<file path="config.mk">
export PLATFORM = sky130hd
export DESIGN_NAME = ssf_status_bank
export DESIGN_NICKNAME = d
export VERILOG_FILES = /design/src/logic/ssf_status_bank.v /design/src/logic/ssf_gap_checker.v
export VERILOG_INCLUDE_DIRS = /design/src /design/src/logic
export SDC_FILE = /design/constraint.sdc
export NUM_CORES = 1
export LEC_CHECK = 0
export ABC_AREA = 1
export BUFFER_PORTS_ARGS = -buffer_cell sky130_fd_sc_hd__clkbuf_2
export CAP_MARGIN = 20
export CORE_MARGIN = 2
export CORE_UTILIZATION = 45
export DETAILED_ROUTE_END_ITERATION = 7
export PLACE_DENSITY = 0.68
export SYNTH_ARGS = -nofsm -noshare
export SYNTH_HDL_FRONTEND = slang
export SYNTH_SLANG_ARGS = --single-unit
</file>
<file path="constraint.sdc">
create_clock -name core_clk -period 6.4 [get_ports core_clk]
set_clock_uncertainty 0.05 [all_clocks]
set_input_delay 1.28 -clock core_clk [delete_from_list [all_inputs] [get_ports core_clk]]
set_output_delay 1.28 -clock core_clk [all_outputs]
set_load 0.005 [all_outputs]
</file>
<file path="src/logic/ssf_defs.vh">
// register map, field positions and reset values of the switch status flag bank
`ifndef SSF_DEFS_VH
`define SSF_DEFS_VH

// register indices; byte address is four times the index
`define SSF_IDX_STATUS      6'h09
`define SSF_IDX_CFG         6'h10
`define SSF_IDX_LEVEL       6'h11
`define SSF_IDX_GAP         6'h12
`define SSF_IDX_W           6

// status register reset value
`define SSF_STATUS_RST      32'h00000000

// status bit positions
`define SSF_B_P2_CRC        24
`define SSF_B_P2_GAP        23
`define SSF_B_SLOT_C        22
`define SSF_B_SLOT_B        21
`define SSF_B_SLOT_A        20
`define SSF_B_PHY_IRQ       19
`define SSF_B_URGENT        18
`define SSF_B_RX_AVAIL      17
`define SSF_B_TX_ECC        12
`define SSF_B_RX_ECC        11
`define SSF_B_SPI_CRC       10
`define SSF_B_P1_GAP        8

// configuration bit positions
`define SSF_C_CUT_THROUGH   0
`define SSF_C_LOW_FIRST     1
`define SSF_C_CHUNK_PROTO   2
`define SSF_CFG_RST         3'h0

// field positions of the gap threshold register
`define SSF_GAP_P1_LSB      0
`define SSF_GAP_P2_LSB      16

// ahb transfer type and size codes
`define SSF_HTRANS_NONSEQ   2'h2
`define SSF_HTRANS_SEQ      2'h3
`define SSF_HSIZE_WORD      3'h2
`define SSF_HRESP_OKAY      1'b0

`endif

</file>
<file path="src/logic/ssf_status_bank.v">
// second status register of the two-port switch with ahb-lite access
// Operation
// - status at index 0x09, resets to zero
// - port 2 tx crc mismatch sets bit 24
// - port 2 short gap drops frame, bit 23
// - port 1 short gap drops frame, bit 8
// - stamp slots a/b/c set bits 20-22
// - bit 19 mirrors port 2 phy interrupt
// - bit 18 urgent frame waiting, generic only
// - store-forward: bit 17 when frame held
// - cut-through: bit 17 on level or eof
// - high priority first unless config reverses
// - tx ecc error flushes tx fifo, bit 12
// - rx ecc error clears rx fifo, bit 11
// - generic spi crc error sets bit 10
//
// Implementation choice: the AHB-Lite interface to the registers.
`timescale 1ns/1ns
`default_nettype none
`include "ssf_defs.vh"

module ssf_status_bank #(
  parameter GAP_W      = 16,
  parameter LEVEL_W    = 12,
  parameter CNT_W      = 8,
  parameter GAP_P1_RST = 16'h000c,
  parameter GAP_P2_RST = 16'h000c,
  parameter LEVEL_RST  = 12'h040
) (
  // clock and reset
  input  wire               core_clk,
  input  wire               rst,
  // ahb-lite slave
  input  wire               hsel,
  input  wire [31:0]        haddr,
  input  wire [1:0]         htrans,
  input  wire               hwrite,
  input  wire [2:0]         hsize,
  input  wire [31:0]        hwdata,
  input  wire               hready,
  output wire               hreadyout,
  output wire               hresp,
  output reg  [31:0]        hrdata,
  // receive activity for gap checking
  input  wire               firstPortFrameActive,
  input  wire               secondPortFrameActive,
  output wire               firstPortFrameDrop,
  output wire               secondPortFrameDrop,
  // port 2 transmit events
  input  wire               secondPortTxCrcMismatch,
  input  wire [2:0]         secondPortStampSlotLoad,
  // port 2 phy interrupt pin
  input  wire               secondPortPhyIrqPin,
  // port 2 receive fifo state
  input  wire [CNT_W-1:0]   secondPortHiFrames,
  input  wire [CNT_W-1:0]   secondPortLoFrames,
  input  wire [LEVEL_W-1:0] secondPortRxLevel,
  input  wire               secondPortEofHeld,
  output reg                secondPortServeHigh,
  // fifo integrity and serial host errors
  input  wire               txSizeEccError,
  input  wire               rxSizeEccError,
  input  wire               hostCrcError,
  output reg                txFifoFlush,
  output reg                rxFifoFlush
);

  // ---------------------------------------------------------------
  // ahb address phase capture
  // ---------------------------------------------------------------
  reg                   wrPend_ff;
  reg  [`SSF_IDX_W-1:0] wrIdx_ff;
  wire                  addrValid;
  wire                  rdReq;
  wire [`SSF_IDX_W-1:0] reqIdx;

  // zero-wait slave: every data phase completes in one cycle
  assign hreadyout = 1'b1;
  assign hresp     = `SSF_HRESP_OKAY;
  assign addrValid = hsel & hready & (htrans == `SSF_HTRANS_NONSEQ || htrans == `SSF_HTRANS_SEQ);
  assign rdReq     = addrValid & ~hwrite;
  assign reqIdx    = haddr[`SSF_IDX_W+1:2];

  // writes land one cycle later, when hwdata is on the bus
  always @(posedge core_clk or posedge rst) begin
    if (rst) begin
      wrPend_ff <= 1'b0;
      wrIdx_ff  <= {`SSF_IDX_W{1'b0}};
    end else begin
      wrPend_ff <= addrValid & hwrite & (hsize == `SSF_HSIZE_WORD);
      wrIdx_ff  <= reqIdx;
    end
  end

  // ---------------------------------------------------------------
  // configuration registers
  // ---------------------------------------------------------------
  reg  [2:0]         cfg_ff;
  reg  [LEVEL_W-1:0] receiveCutThroughLevel_ff;
  reg  [GAP_W-1:0]   firstPortGapThreshold_ff;
  reg  [GAP_W-1:0]   secondPortGapThreshold_ff;
  wire               cutThrough;
  wire               serveLowPriorityFirst;
  wire               chunkProtocol;

  assign cutThrough            = cfg_ff[`SSF_C_CUT_THROUGH];
  assign serveLowPriorityFirst = cfg_ff[`SSF_C_LOW_FIRST];
  assign chunkProtocol         = cfg_ff[`SSF_C_CHUNK_PROTO];

  // software-owned steering of mode, order, level and gaps
  always @(posedge core_clk or posedge rst) begin
    if (rst) begin
      cfg_ff                    <= `SSF_CFG_RST;
      receiveCutThroughLevel_ff <= LEVEL_RST;
      firstPortGapThreshold_ff  <= GAP_P1_RST;
      secondPortGapThreshold_ff <= GAP_P2_RST;
    end else if (wrPend_ff) begin
      case (wrIdx_ff)
        `SSF_IDX_CFG: begin
          cfg_ff <= hwdata[2:0];
        end
        `SSF_IDX_LEVEL: begin
          receiveCutThroughLevel_ff <= hwdata[LEVEL_W-1:0];
        end
        `SSF_IDX_GAP: begin
          firstPortGapThreshold_ff  <= hwdata[`SSF_GAP_P1_LSB+GAP_W-1:`SSF_GAP_P1_LSB];
          secondPortGapThreshold_ff <= hwdata[`SSF_GAP_P2_LSB+GAP_W-1:`SSF_GAP_P2_LSB];
        end
        default: begin
          cfg_ff <= cfg_ff;
        end
      endcase
    end
  end

  // ---------------------------------------------------------------
  // interframe gap checkers, one per port
  // ---------------------------------------------------------------
  wire firstPortGapEvt;
  wire secondPortGapEvt;

  ssf_gap_checker #(
    .GAP_W(GAP_W)
  ) u_gap_first (
    .core_clk     (core_clk),
    .rst          (rst),
    .frameActive  (firstPortFrameActive),
    .gapThreshold (firstPortGapThreshold_ff),
    .frameDrop_ff (firstPortFrameDrop),
    .dropPulse_ff (firstPortGapEvt)
  );

  ssf_gap_checker #(
    .GAP_W(GAP_W)
  ) u_gap_second (
    .core_clk     (core_clk),
    .rst          (rst),
    .frameActive  (secondPortFrameActive),
    .gapThreshold (secondPortGapThreshold_ff),
    .frameDrop_ff (secondPortFrameDrop),
    .dropPulse_ff (secondPortGapEvt)
  );

  // ---------------------------------------------------------------
  // phy interrupt pin synchroniser
  // ---------------------------------------------------------------
  reg phyIrqMeta_ff;
  reg phyIrqSync_ff;

  // pin is asynchronous; only the second stage is read
  always @(posedge core_clk or posedge rst) begin
    if (rst) begin
      phyIrqMeta_ff <= 1'b0;
      phyIrqSync_ff <= 1'b0;
    end else begin
      phyIrqMeta_ff <= secondPortPhyIrqPin;
      phyIrqSync_ff <= phyIrqMeta_ff;
    end
  end

  // ---------------------------------------------------------------
  // receive readiness and priority choice for port 2
  // ---------------------------------------------------------------
  wire hiHeld;
  wire loHeld;
  reg  rxAvail_ff;
  reg  urgent_ff;

  assign hiHeld = (secondPortHiFrames != {CNT_W{1'b0}});
  assign loHeld = (secondPortLoFrames != {CNT_W{1'b0}});

  // readiness bits only carry meaning under the generic protocol
  always @(posedge core_clk or posedge rst) begin
    if (rst) begin
      rxAvail_ff          <= 1'b0;
      urgent_ff           <= 1'b0;
      secondPortServeHigh <= 1'b1;
    end else begin
      if (chunkProtocol) begin
        rxAvail_ff <= 1'b0;
      end else if (cutThrough) begin
        rxAvail_ff <= (secondPortRxLevel >= receiveCutThroughLevel_ff) | secondPortEofHeld;
      end else begin
        rxAvail_ff <= hiHeld | loHeld;
      end
      urgent_ff <= hiHeld & ~chunkProtocol;
      // with both queues loaded the config bit picks the order
      if (hiHeld & loHeld) begin
        secondPortServeHigh <= ~serveLowPriorityFirst;
      end else begin
        secondPortServeHigh <= hiHeld;
      end
    end
  end

  // ---------------------------------------------------------------
  // fifo flush strobes on uncorrectable size-field errors
  // ---------------------------------------------------------------
  always @(posedge core_clk or posedge rst) begin
    if (rst) begin
      txFifoFlush <= 1'b0;
      rxFifoFlush <= 1'b0;
    end else begin
      txFifoFlush <= txSizeEccError;
      rxFifoFlush <= rxSizeEccError;
    end
  end

  // ---------------------------------------------------------------
  // sticky write-one-to-clear flags
  // ---------------------------------------------------------------
  reg  [31:0] flags_ff;
  reg  [31:0] nxt_flags;
  reg  [31:0] setVec;
  wire [31:0] clrVec;
  wire [31:0] stickyMask;
  wire [31:0] statusRead;

  assign stickyMask = (32'h1 << `SSF_B_P2_CRC) | (32'h1 << `SSF_B_P2_GAP)
                    | (32'h1 << `SSF_B_SLOT_C) | (32'h1 << `SSF_B_SLOT_B)
                    | (32'h1 << `SSF_B_SLOT_A) | (32'h1 << `SSF_B_TX_ECC)
                    | (32'h1 << `SSF_B_RX_ECC) | (32'h1 << `SSF_B_SPI_CRC)
                    | (32'h1 << `SSF_B_P1_GAP);
  assign clrVec = (wrPend_ff && wrIdx_ff == `SSF_IDX_STATUS) ? hwdata : 32'h0;

  // event vector gathered into bit positions
  always @* begin
    setVec                 = 32'h0;
    setVec[`SSF_B_P2_CRC]  = secondPortTxCrcMismatch;
    setVec[`SSF_B_P2_GAP]  = secondPortGapEvt;
    setVec[`SSF_B_SLOT_C]  = secondPortStampSlotLoad[2];
    setVec[`SSF_B_SLOT_B]  = secondPortStampSlotLoad[1];
    setVec[`SSF_B_SLOT_A]  = secondPortStampSlotLoad[0];
    setVec[`SSF_B_TX_ECC]  = txSizeEccError;
    setVec[`SSF_B_RX_ECC]  = rxSizeEccError;
    setVec[`SSF_B_SPI_CRC] = hostCrcError & ~chunkProtocol;
    setVec[`SSF_B_P1_GAP]  = firstPortGapEvt;
  end

  // set wins over a clear in the same cycle; zeros written keep the flag
  always @* begin
    nxt_flags = ((flags_ff & ~clrVec) | setVec) & stickyMask;
  end

  always @(posedge core_clk or posedge rst) begin
    if (rst) begin
      flags_ff <= `SSF_STATUS_RST;
    end else begin
      flags_ff <= nxt_flags;
    end
  end

  // level bits are live; reserved bits read as zero
  assign statusRead = flags_ff
                    | ({31'h0, phyIrqSync_ff} << `SSF_B_PHY_IRQ)
                    | ({31'h0, urgent_ff} << `SSF_B_URGENT)
                    | ({31'h0, rxAvail_ff} << `SSF_B_RX_AVAIL);

  // ---------------------------------------------------------------
  // read data, registered at the address phase edge
  // ---------------------------------------------------------------
  reg [31:0] nxt_rdata;

  always @* begin
    nxt_rdata = 32'h0;
    case (reqIdx)
      `SSF_IDX_STATUS: begin
        nxt_rdata = statusRead;
      end
      `SSF_IDX_CFG: begin
        nxt_rdata = {29'h0, cfg_ff};
      end
      `SSF_IDX_LEVEL: begin
        nxt_rdata[LEVEL_W-1:0] = receiveCutThroughLevel_ff;
      end
      `SSF_IDX_GAP: begin
        nxt_rdata[`SSF_GAP_P1_LSB+GAP_W-1:`SSF_GAP_P1_LSB] = firstPortGapThreshold_ff;
        nxt_rdata[`SSF_GAP_P2_LSB+GAP_W-1:`SSF_GAP_P2_LSB] = secondPortGapThreshold_ff;
      end
      default: begin
        nxt_rdata = 32'h0;
      end
    endcase
  end

  // unmapped indices answer zero with an okay response
  always @(posedge core_clk or posedge rst) begin
    if (rst) begin
      hrdata <= 32'h0;
    end else if (rdReq) begin
      hrdata <= nxt_rdata;
    end
  end

endmodule // ssf_status_bank

`default_nettype wire

</file>
<file path="src/logic/ssf_gap_checker.v">
// interframe gap checker: flags and drops frames that follow too short a gap
`timescale 1ns/1ns
`default_nettype none

module ssf_gap_checker #(
  parameter GAP_W = 16
) (
  // clock and reset
  input  wire             core_clk,
  input  wire             rst,
  // receive frame activity
  input  wire             frameActive,
  input  wire [GAP_W-1:0] gapThreshold,
  // results
  output reg              frameDrop_ff,
  output reg              dropPulse_ff
);

  reg  [GAP_W-1:0] gapCnt_ff;
  reg              activeDly_ff;
  reg              seenFrame_ff;
  wire             frameStart;
  wire             gapShort;

  assign frameStart = frameActive & ~activeDly_ff;
  // first frame after reset has no gap to judge
  assign gapShort   = seenFrame_ff & (gapCnt_ff < gapThreshold);

  // idle counter saturates so very long gaps never wrap into short ones
  always @(posedge core_clk or posedge rst) begin
    if (rst) begin
      gapCnt_ff    <= {GAP_W{1'b0}};
      activeDly_ff <= 1'b0;
      seenFrame_ff <= 1'b0;
      frameDrop_ff <= 1'b0;
      dropPulse_ff <= 1'b0;
    end else begin
      activeDly_ff <= frameActive;
      dropPulse_ff <= frameStart & gapShort;
      if (frameActive) begin
        gapCnt_ff    <= {GAP_W{1'b0}};
        seenFrame_ff <= 1'b1;
      end else if (gapCnt_ff != {GAP_W{1'b1}}) begin
        gapCnt_ff <= gapCnt_ff + {{(GAP_W-1){1'b0}}, 1'b1};
      end
      // drop holds for the whole frame once it starts short
      if (frameStart) begin
        frameDrop_ff <= gapShort;
      end else if (!frameActive) begin
        frameDrop_ff <= 1'b0;
      end
    end
  end

endmodule // ssf_gap_checker

`default_nettype wire

</file>
==> results of run 1 <==
[per-stage QoR]
step / setup slack [ns] / util / std cells / area [um^2] / total power, mW
after floorplan: 1.270 / - / 854 / 7142 / 1.006
after global placement: 3.141 / 0.5073 / 1175 / 7971 / 1.062
after detailed placement: 3.094 / 0.5073 / 1175 / 7971 / 1.065
after CTS: 3.561 / 0.5427 / 1207 / 8527 / 1.993
after global routing: 3.376 / 0.5427 / 1207 / 8527 / 2.051
final: 3.595 / 0.5427 / 1207 / 8527 / 1.981
[power groups by stage]
stage | Clock [mW] | Sequential (mW) | Combinational (mW)
floorplan | 0 | 0.946 | 0.0605
global placement | 0 | 0.947 | 0.115
detailed placement | 0 | 0.948 | 0.117
CTS | 0.943 | 0.932 | 0.118
global route | 0.982 | 0.935 | 0.134
finish | 0.934 | 0.932 | 0.115
[metal layers]
| metal | vias to the layer above | track usage |
|---|---|---|
| li1 | 3026 | - |
| met1 | 2801 | 0.3022 |
| met2 | 155 | 0.3440 |
| met3 | 21 | 0.05453 |
| met4 | 0 | 0.06325 |
| met5 | - | 0 |
[critical path, stage by stage]
cell and delay [ns]:
sky130_fd_sc_hd__clkbuf_2 0.08, sky130_fd_sc_hd__nand3_1 0.08, sky130_fd_sc_hd__nor2_1 0.10, sky130_fd_sc_hd__buf_4 0.30
sky130_fd_sc_hd__nand3_1 0.74, sky130_fd_sc_hd__o211ai_1 0.47
[area by class of cell]
| class | instances | area [um^2] |
|---|---|---|
| inverter | 122 | 462.9 |
| clock buffer | 25 | 495.5 |
| timing repair buffer | 126 | 640.6 |
| sequential | 142 | 3561 |
| clock inverter | 7 | 60.06 |
| fill | 1482 | 7186 |
| tap | 216 | 270.3 |
| multi-input combinational | 569 | 3037 |
[state kept, by name (all words and copies together) (netlist names), 3 cells and up]
| signal | cells |
|---|---|
| cfg_ff | 3 |
| wrIdx_ff | 6 |
| receiveCutThroughLevel_ff | 12 |
| firstPortGapThreshold_ff | 16 |
| u_gap_second.gapCnt_ff | 16 |
| flags_ff | 9 |
| secondPortGapThreshold_ff | 16 |
| hrdata | 32 |
| u_gap_first.gapCnt_ff | 16 |
[path summary, 6_finish.rpt]
check / start / to
min in group asynchronous: rst / hrdata[13]
hold reg to reg: phyIrqMeta_ff / phyIrqSync_ff
setup reg to reg: u_gap_first.gapCnt_ff[1] / u_gap_first.gapCnt_ff[0]
setup / recovery: hsel / hrdata[23]
max in group asynchronous: rst / wrIdx_ff[2]
hold / removal: phyIrqMeta_ff / phyIrqSync_ff
[logic make-up (layout without fill, tap and decap cells)]
group                      count (synthesis)  after routing  synth area share
and+or+nand+nor                          365            365            0.2211
AOI/OAI and AO/OA                        150            150            0.1155
buffers and inverters                    143            280           0.07691
DFF                                      142            142            0.4986
adders and majority gates                 44             44           0.07709
xor gates and xnor gates                   8              8          0.009811
other                                      2              2          0.001052
[cell usage after synthesis (2+ instances only)]
cell / n / area share
sky130_fd_sc_hd__a21oi_1: 34 / 0.024
sky130_fd_sc_hd__a31o_2: 3 / 0.0037
sky130_fd_sc_hd__a31oi_1: 6 / 0.0053
sky130_fd_sc_hd__and2_1: 2 / 0.0018
sky130_fd_sc_hd__buf_2: 4 / 0.0028
sky130_fd_sc_hd__buf_4: 2 / 0.0021
sky130_fd_sc_hd__clkbuf_1: 15 / 0.0079
sky130_fd_sc_hd__conb_1: 2 / 0.0011
sky130_fd_sc_hd__dfrtp_1: 136 / 0.48
sky130_fd_sc_hd__dfstp_2: 6 / 0.022
sky130_fd_sc_hd__ha_1: 44 / 0.077
sky130_fd_sc_hd__inv_1: 120 / 0.063
sky130_fd_sc_hd__nand2_1: 206 / 0.11
sky130_fd_sc_hd__nand2_2: 3 / 0.0026
sky130_fd_sc_hd__nand3_1: 35 / 0.025
sky130_fd_sc_hd__nand3_2: 2 / 0.0028
sky130_fd_sc_hd__nand4_1: 9 / 0.0079
sky130_fd_sc_hd__nor2_1: 71 / 0.037
sky130_fd_sc_hd__nor2_2: 3 / 0.0026
sky130_fd_sc_hd__nor2_4: 2 / 0.0032
sky130_fd_sc_hd__nor3_1: 12 / 0.0084
sky130_fd_sc_hd__nor3_2: 3 / 0.0042
sky130_fd_sc_hd__nor4_1: 7 / 0.0061
sky130_fd_sc_hd__o211ai_1: 9 / 0.0095
sky130_fd_sc_hd__o21ai_0: 81 / 0.057
sky130_fd_sc_hd__o21ai_1: 2 / 0.0014
sky130_fd_sc_hd__o21bai_1: 3 / 0.0032
sky130_fd_sc_hd__o221ai_1: 3 / 0.0037
sky130_fd_sc_hd__o22ai_1: 8 / 0.0070
sky130_fd_sc_hd__or2_2: 5 / 0.0044
sky130_fd_sc_hd__xnor2_1: 3 / 0.0037
sky130_fd_sc_hd__xor2_1: 5 / 0.0061
==> flow_summary.ini, run 1 <==
[clock_tree]
cts_buffer_depth = 2
tritoncts_num_sinks = 142
postCtsSetupBuffers = 0
ctsRootBufferMaster = sky130_fd_sc_hd__clkbuf_16
cts_resized = 0
hold_buffers = 0
worst_setup_hold_path_clk_slew_ns = 0.05
clkLatencyLatePin_ns = 0.42
cts-htree-levels = 4
cts_tree = built
cts_made_buffers = 17

[sta]
tightest_slew_margin_relative_to_the_limit = 0.3608
unrepaired_setup_endpoints_after_global_routing = false
drv_slew = 0
worst-slew-pin-transition_ns = 0.9561
period_share = 0.4382
fin_tns_setup_ns = 0
setup_viol = 0
fin_worst_hold_slack_ns = 0.3157
hold_violations = 0
maxClockFrequency_ghz = 0.3565
post-route-min-period_ns = 2.805

[worst_setup_path]
critical_path.max_fanout = 23
crit_path_start_kind = primary input
worst-endpoint-arrival_ns = 3.06
setup.worst_path.class = in -> reg
r2r_slack_ns = 4.52
crit_required_ns = 6.65
logic_depth_of_the_worst_register_to_register_path = 6
cp-end-kind = register

[route]
drc = 0
detail-route-antenna-nets = 0
route.final.wire_length_mm = 17.18
post_drt_via_cell_ratio = 4.973
met2_wirelength_mm = 8.033
top_signal_layer_used = met4
drt-met1-wl_mm = 8.036
drt-pass1-iter-count = 5
detailroute.via_count = 6003
post_drt_wl_per_cell_um = 14.24
detailroute.wirelength.met3_um = 865
number_of_drc_markers_after_the_initial_detailed_route_iteration = 327

[power_and_ir_drop]
p_int_mw = 1.536
pwr-share-seq = 0.471
power.leakage_nw = 4.809
pwr_density_cell_nw_per_um2 = 232.3
p_clk_frac = 0.471
p_comb_frac = 0.058
sw_frac_of_total = 0.2246
vdd_drop_max_v = 0.0001761
total_switching_power_mw = 0.4450

[worst_hold_path]
hold_class = reg -> reg
hold_depth = 0

[yosys]
synth_enable_flop_cells = 0
syn-cell-area_um2 = 7142
ys_seq_area_frac = 0.4986
synth_fp_nets = 1011
yosys_register_bits = 142
syn_area_per_cell_um2 = 8.363
ys_types = 40
yosys_warnings = 0
synth_flop_cell = sky130_fd_sc_hd__dfrtp_1
synthCells = 854
async_reset_ff_frac = 1.000

[job]
drv.max_cap_violation_count = 0

[final_layout]
layout_common_cells = sky130_fd_sc_hd__nand2_1, sky130_fd_sc_hd__dfrtp_1, sky130_fd_sc_hd__clkbuf_2
post_route_cells_drive_above_1_share = 0.1887
layout_commonest_cell = sky130_fd_sc_hd__nand2_1
count_of_antenna_diodes_in_the_layout = 0
final_nets = 1135
synthToLayoutAreaGrowth_pct = 19.39

[place]
io_buffers = 122
finalWeightedCongestion = 0.8761
dp_hpwl_mm = 12.44

[status]
outcome = completed

[floorplan]
core_area_um2 = 15710
fp-row-count = 46
fp.dieArea_um2 = 16890
die_width_um = 130.0
chipHeight_um = 130.0
initial_utilization = 0.4545
ioPinCount = 152

[grt]
first_global_vias = 5787
globalRouteTotalUtil = 0.2187
grt_antenna_before_repair = 1
maximum_number_of_pins_on_one_net_before_global_route_repair = 81
global_route_congestion_overflow_total = 0
global_route_wire_length_before_repair_mm = 28.58
Note: power is estimated with default switching activity, not from simulation.
==> run 2: changes to the inputs <==
Clock period 6.4 ns to 2.7 ns, I/O delays scaled along.
==> flow_summary.ini, run 2 (synthesized netlist as in run 1, its figures left out) <==
[worst_setup_path]
logic_depth_of_the_worst_register_to_register_path = 6
crit_required_ns = 2.96
r2r_end = u_gap_first.gapCnt_ff[0]
worst_path_largest_cell_delay_ns = 0.42
critical_path.max_fanout = 9
critPathTopFamily = simple AND/OR/NAND/NOR gates
timing.critical_path.from = u_gap_first.gapCnt_ff[1]
path_cells = ha_1, nand3_2, nor3_4, nand4_1, nand3_1, o21ai_1
crit_cells = 6
crit_path_start_kind = register
worst-path-buf-inv = 0
crit_path_end = u_gap_first.gapCnt_ff[0]
critical_path.reg2reg.startpoint = u_gap_first.gapCnt_ff[1]
setup.worst_path.class = reg -> reg
critical-path-slowest-cell = sky130_fd_sc_hd__dfrtp_1
worst-endpoint-arrival_ns = 2.14
cp-end-kind = register
r2r_slack_ns = 0.82

[clock_tree]
cts_tree = built
worst_setup_hold_path_clk_slew_ns = 0.06
cts_resized = 0
tritoncts_num_sinks = 142
clkLatencyLatePin_ns = 0.43
cts_buffer_depth = 2
ctsRootBufferMaster = sky130_fd_sc_hd__clkbuf_16
cts_made_buffers = 17
cts-htree-levels = 4

[sta]
maxClockFrequency_ghz = 0.5318
period_share = 0.6965
drv_slew = 0
worst-slew-pin-transition_ns = 0.7777
fin_tns_setup_ns = 0
post-route-min-period_ns = 1.881
hold_violations = 0
setup_viol = 0
tightest_slew_margin_relative_to_the_limit = 0.4803
fin_worst_hold_slack_ns = 0.1619
unrepaired_setup_endpoints_after_global_routing = false

[grt]
global_route_wire_length_before_repair_mm = 28.50
globalRouteTotalUtil = 0.2197
global_route_congestion_overflow_total = 0
maximum_number_of_pins_on_one_net_before_global_route_repair = 59
grt_antenna_before_repair = 0
first_global_vias = 5961

[final_layout]
finish.utilization = 0.5517
largest_reg_flops = 32
final_nets = 1141
layout_commonest_cell = sky130_fd_sc_hd__nand2_1
top_register = hrdata
post_route_cells_drive_above_1_share = 0.1966
count_of_antenna_diodes_in_the_layout = 0
synthToLayoutAreaGrowth_pct = 21.37
layout_common_cells = sky130_fd_sc_hd__nand2_1, sky130_fd_sc_hd__dfrtp_1, sky130_fd_sc_hd__clkbuf_2

[floorplan]
ioPinCount = 152
core_area_um2 = 15710
fp.dieArea_um2 = 16890
fp-row-count = 46
chipHeight_um = 130.0
initial_utilization = 0.4545
die_width_um = 130.0

[place]
finalWeightedCongestion = 0.8826
dp_hpwl_mm = 12.60
io_buffers = 122

[route]
route.final.wire_length_mm = 17.41
post_drt_wl_per_cell_um = 14.35
detailroute.via_count = 6072
drt-pass1-iter-count = 5
drc = 0
detail-route-antenna-nets = 0
number_of_drc_markers_after_the_initial_detailed_route_iteration = 344
post_drt_via_cell_ratio = 5.006

[power_and_ir_drop]
power.leakage_nw = 4.855
vdd_drop_max_v = 0.0004523
pwr_density_cell_nw_per_um2 = 568.8

[worst_hold_path]
hold_class = in -> reg

[status]
outcome = completed

[job]
drv.max_cap_violation_count = 0
## run 2: cell count changes in the layout (fill, tap and decap cells not counted)
cell / change
sky130_fd_sc_hd__clkinv_2: -5
sky130_fd_sc_hd__clkbuf_1: -4
sky130_fd_sc_hd__clkbuf_8: -4
sky130_fd_sc_hd__clkinv_4: +4
sky130_fd_sc_hd__clkinvlp_4: +4
sky130_fd_sc_hd__buf_12: +3
sky130_fd_sc_hd__inv_6: +3
sky130_fd_sc_hd__buf_4: +2
sky130_fd_sc_hd__bufinv_16: +2
sky130_fd_sc_hd__dlygate4sd3_1: +1
## run 2: worst min path at each step
stage,startpoint,end,depth (start not counted)
finish,secondPortPhyIrqPin,phyIrqMeta_ff,1
global route,secondPortPhyIrqPin,phyIrqMeta_ff,1
detailed placement,phyIrqMeta_ff,phyIrqSync_ff,0
global placement,phyIrqMeta_ff,phyIrqSync_ff,0
CTS,secondPortPhyIrqPin,phyIrqMeta_ff,1
floorplan,phyIrqMeta_ff,phyIrqSync_ff,0
## run 2: power by group
group	internal (mW)	total (mW)	switching, mW	leakage [nW]
Combinational	0.115	0.287	0.172	2.88
Clock	1.47	2.43	0.968	0.291
Sequential	2.18	2.21	0.0297	1.69
## run 2: final cells by class
cell class	count	area, um^2
clock inverter	15	187.7
clock buffer	17	425.4
timing repair buffer	132	725.7
inverter	122	461.7
fill	1440	7044
multi-input combinational	569	3037
tap	216	270.3
sequential	142	3561
## run 2: metal layers
layer,track usage,share of wire,wire [um],vias up
li1,-,-,-,3032
met1,0.2960,0.47,8118,2871
met2,0.3508,0.47,8152,139
met3,0.04756,0.046,802,30
met4,0.08223,0.019,332,0
met5,0,0,0,-
## run 2: what timing repair did
item / 4_1_cts / 5_1_grt
buffers inserted: 0 / 0
hold buffers: 1 / 0
endpoints found under the setup margin: 0 / 0
endpoints found under the hold margin: 5 / 0
## run 2: through the flow
step / power, mW / cells / setup WS, ns / instance area, um^2
6_report: 4.930 / 1213 / 0.8194 / 8668
5_1_grt: 5.097 / 1213 / 0.6813 / 8668
4_1_cts: 4.970 / 1213 / 0.8162 / 8668
3_5_place_dp: 2.537 / 1180 / 0.5589 / 8045
3_3_place_gp: 2.532 / 1180 / 0.5727 / 8045
2_1_floorplan: 2.386 / 854 / 0.3378 / 7146
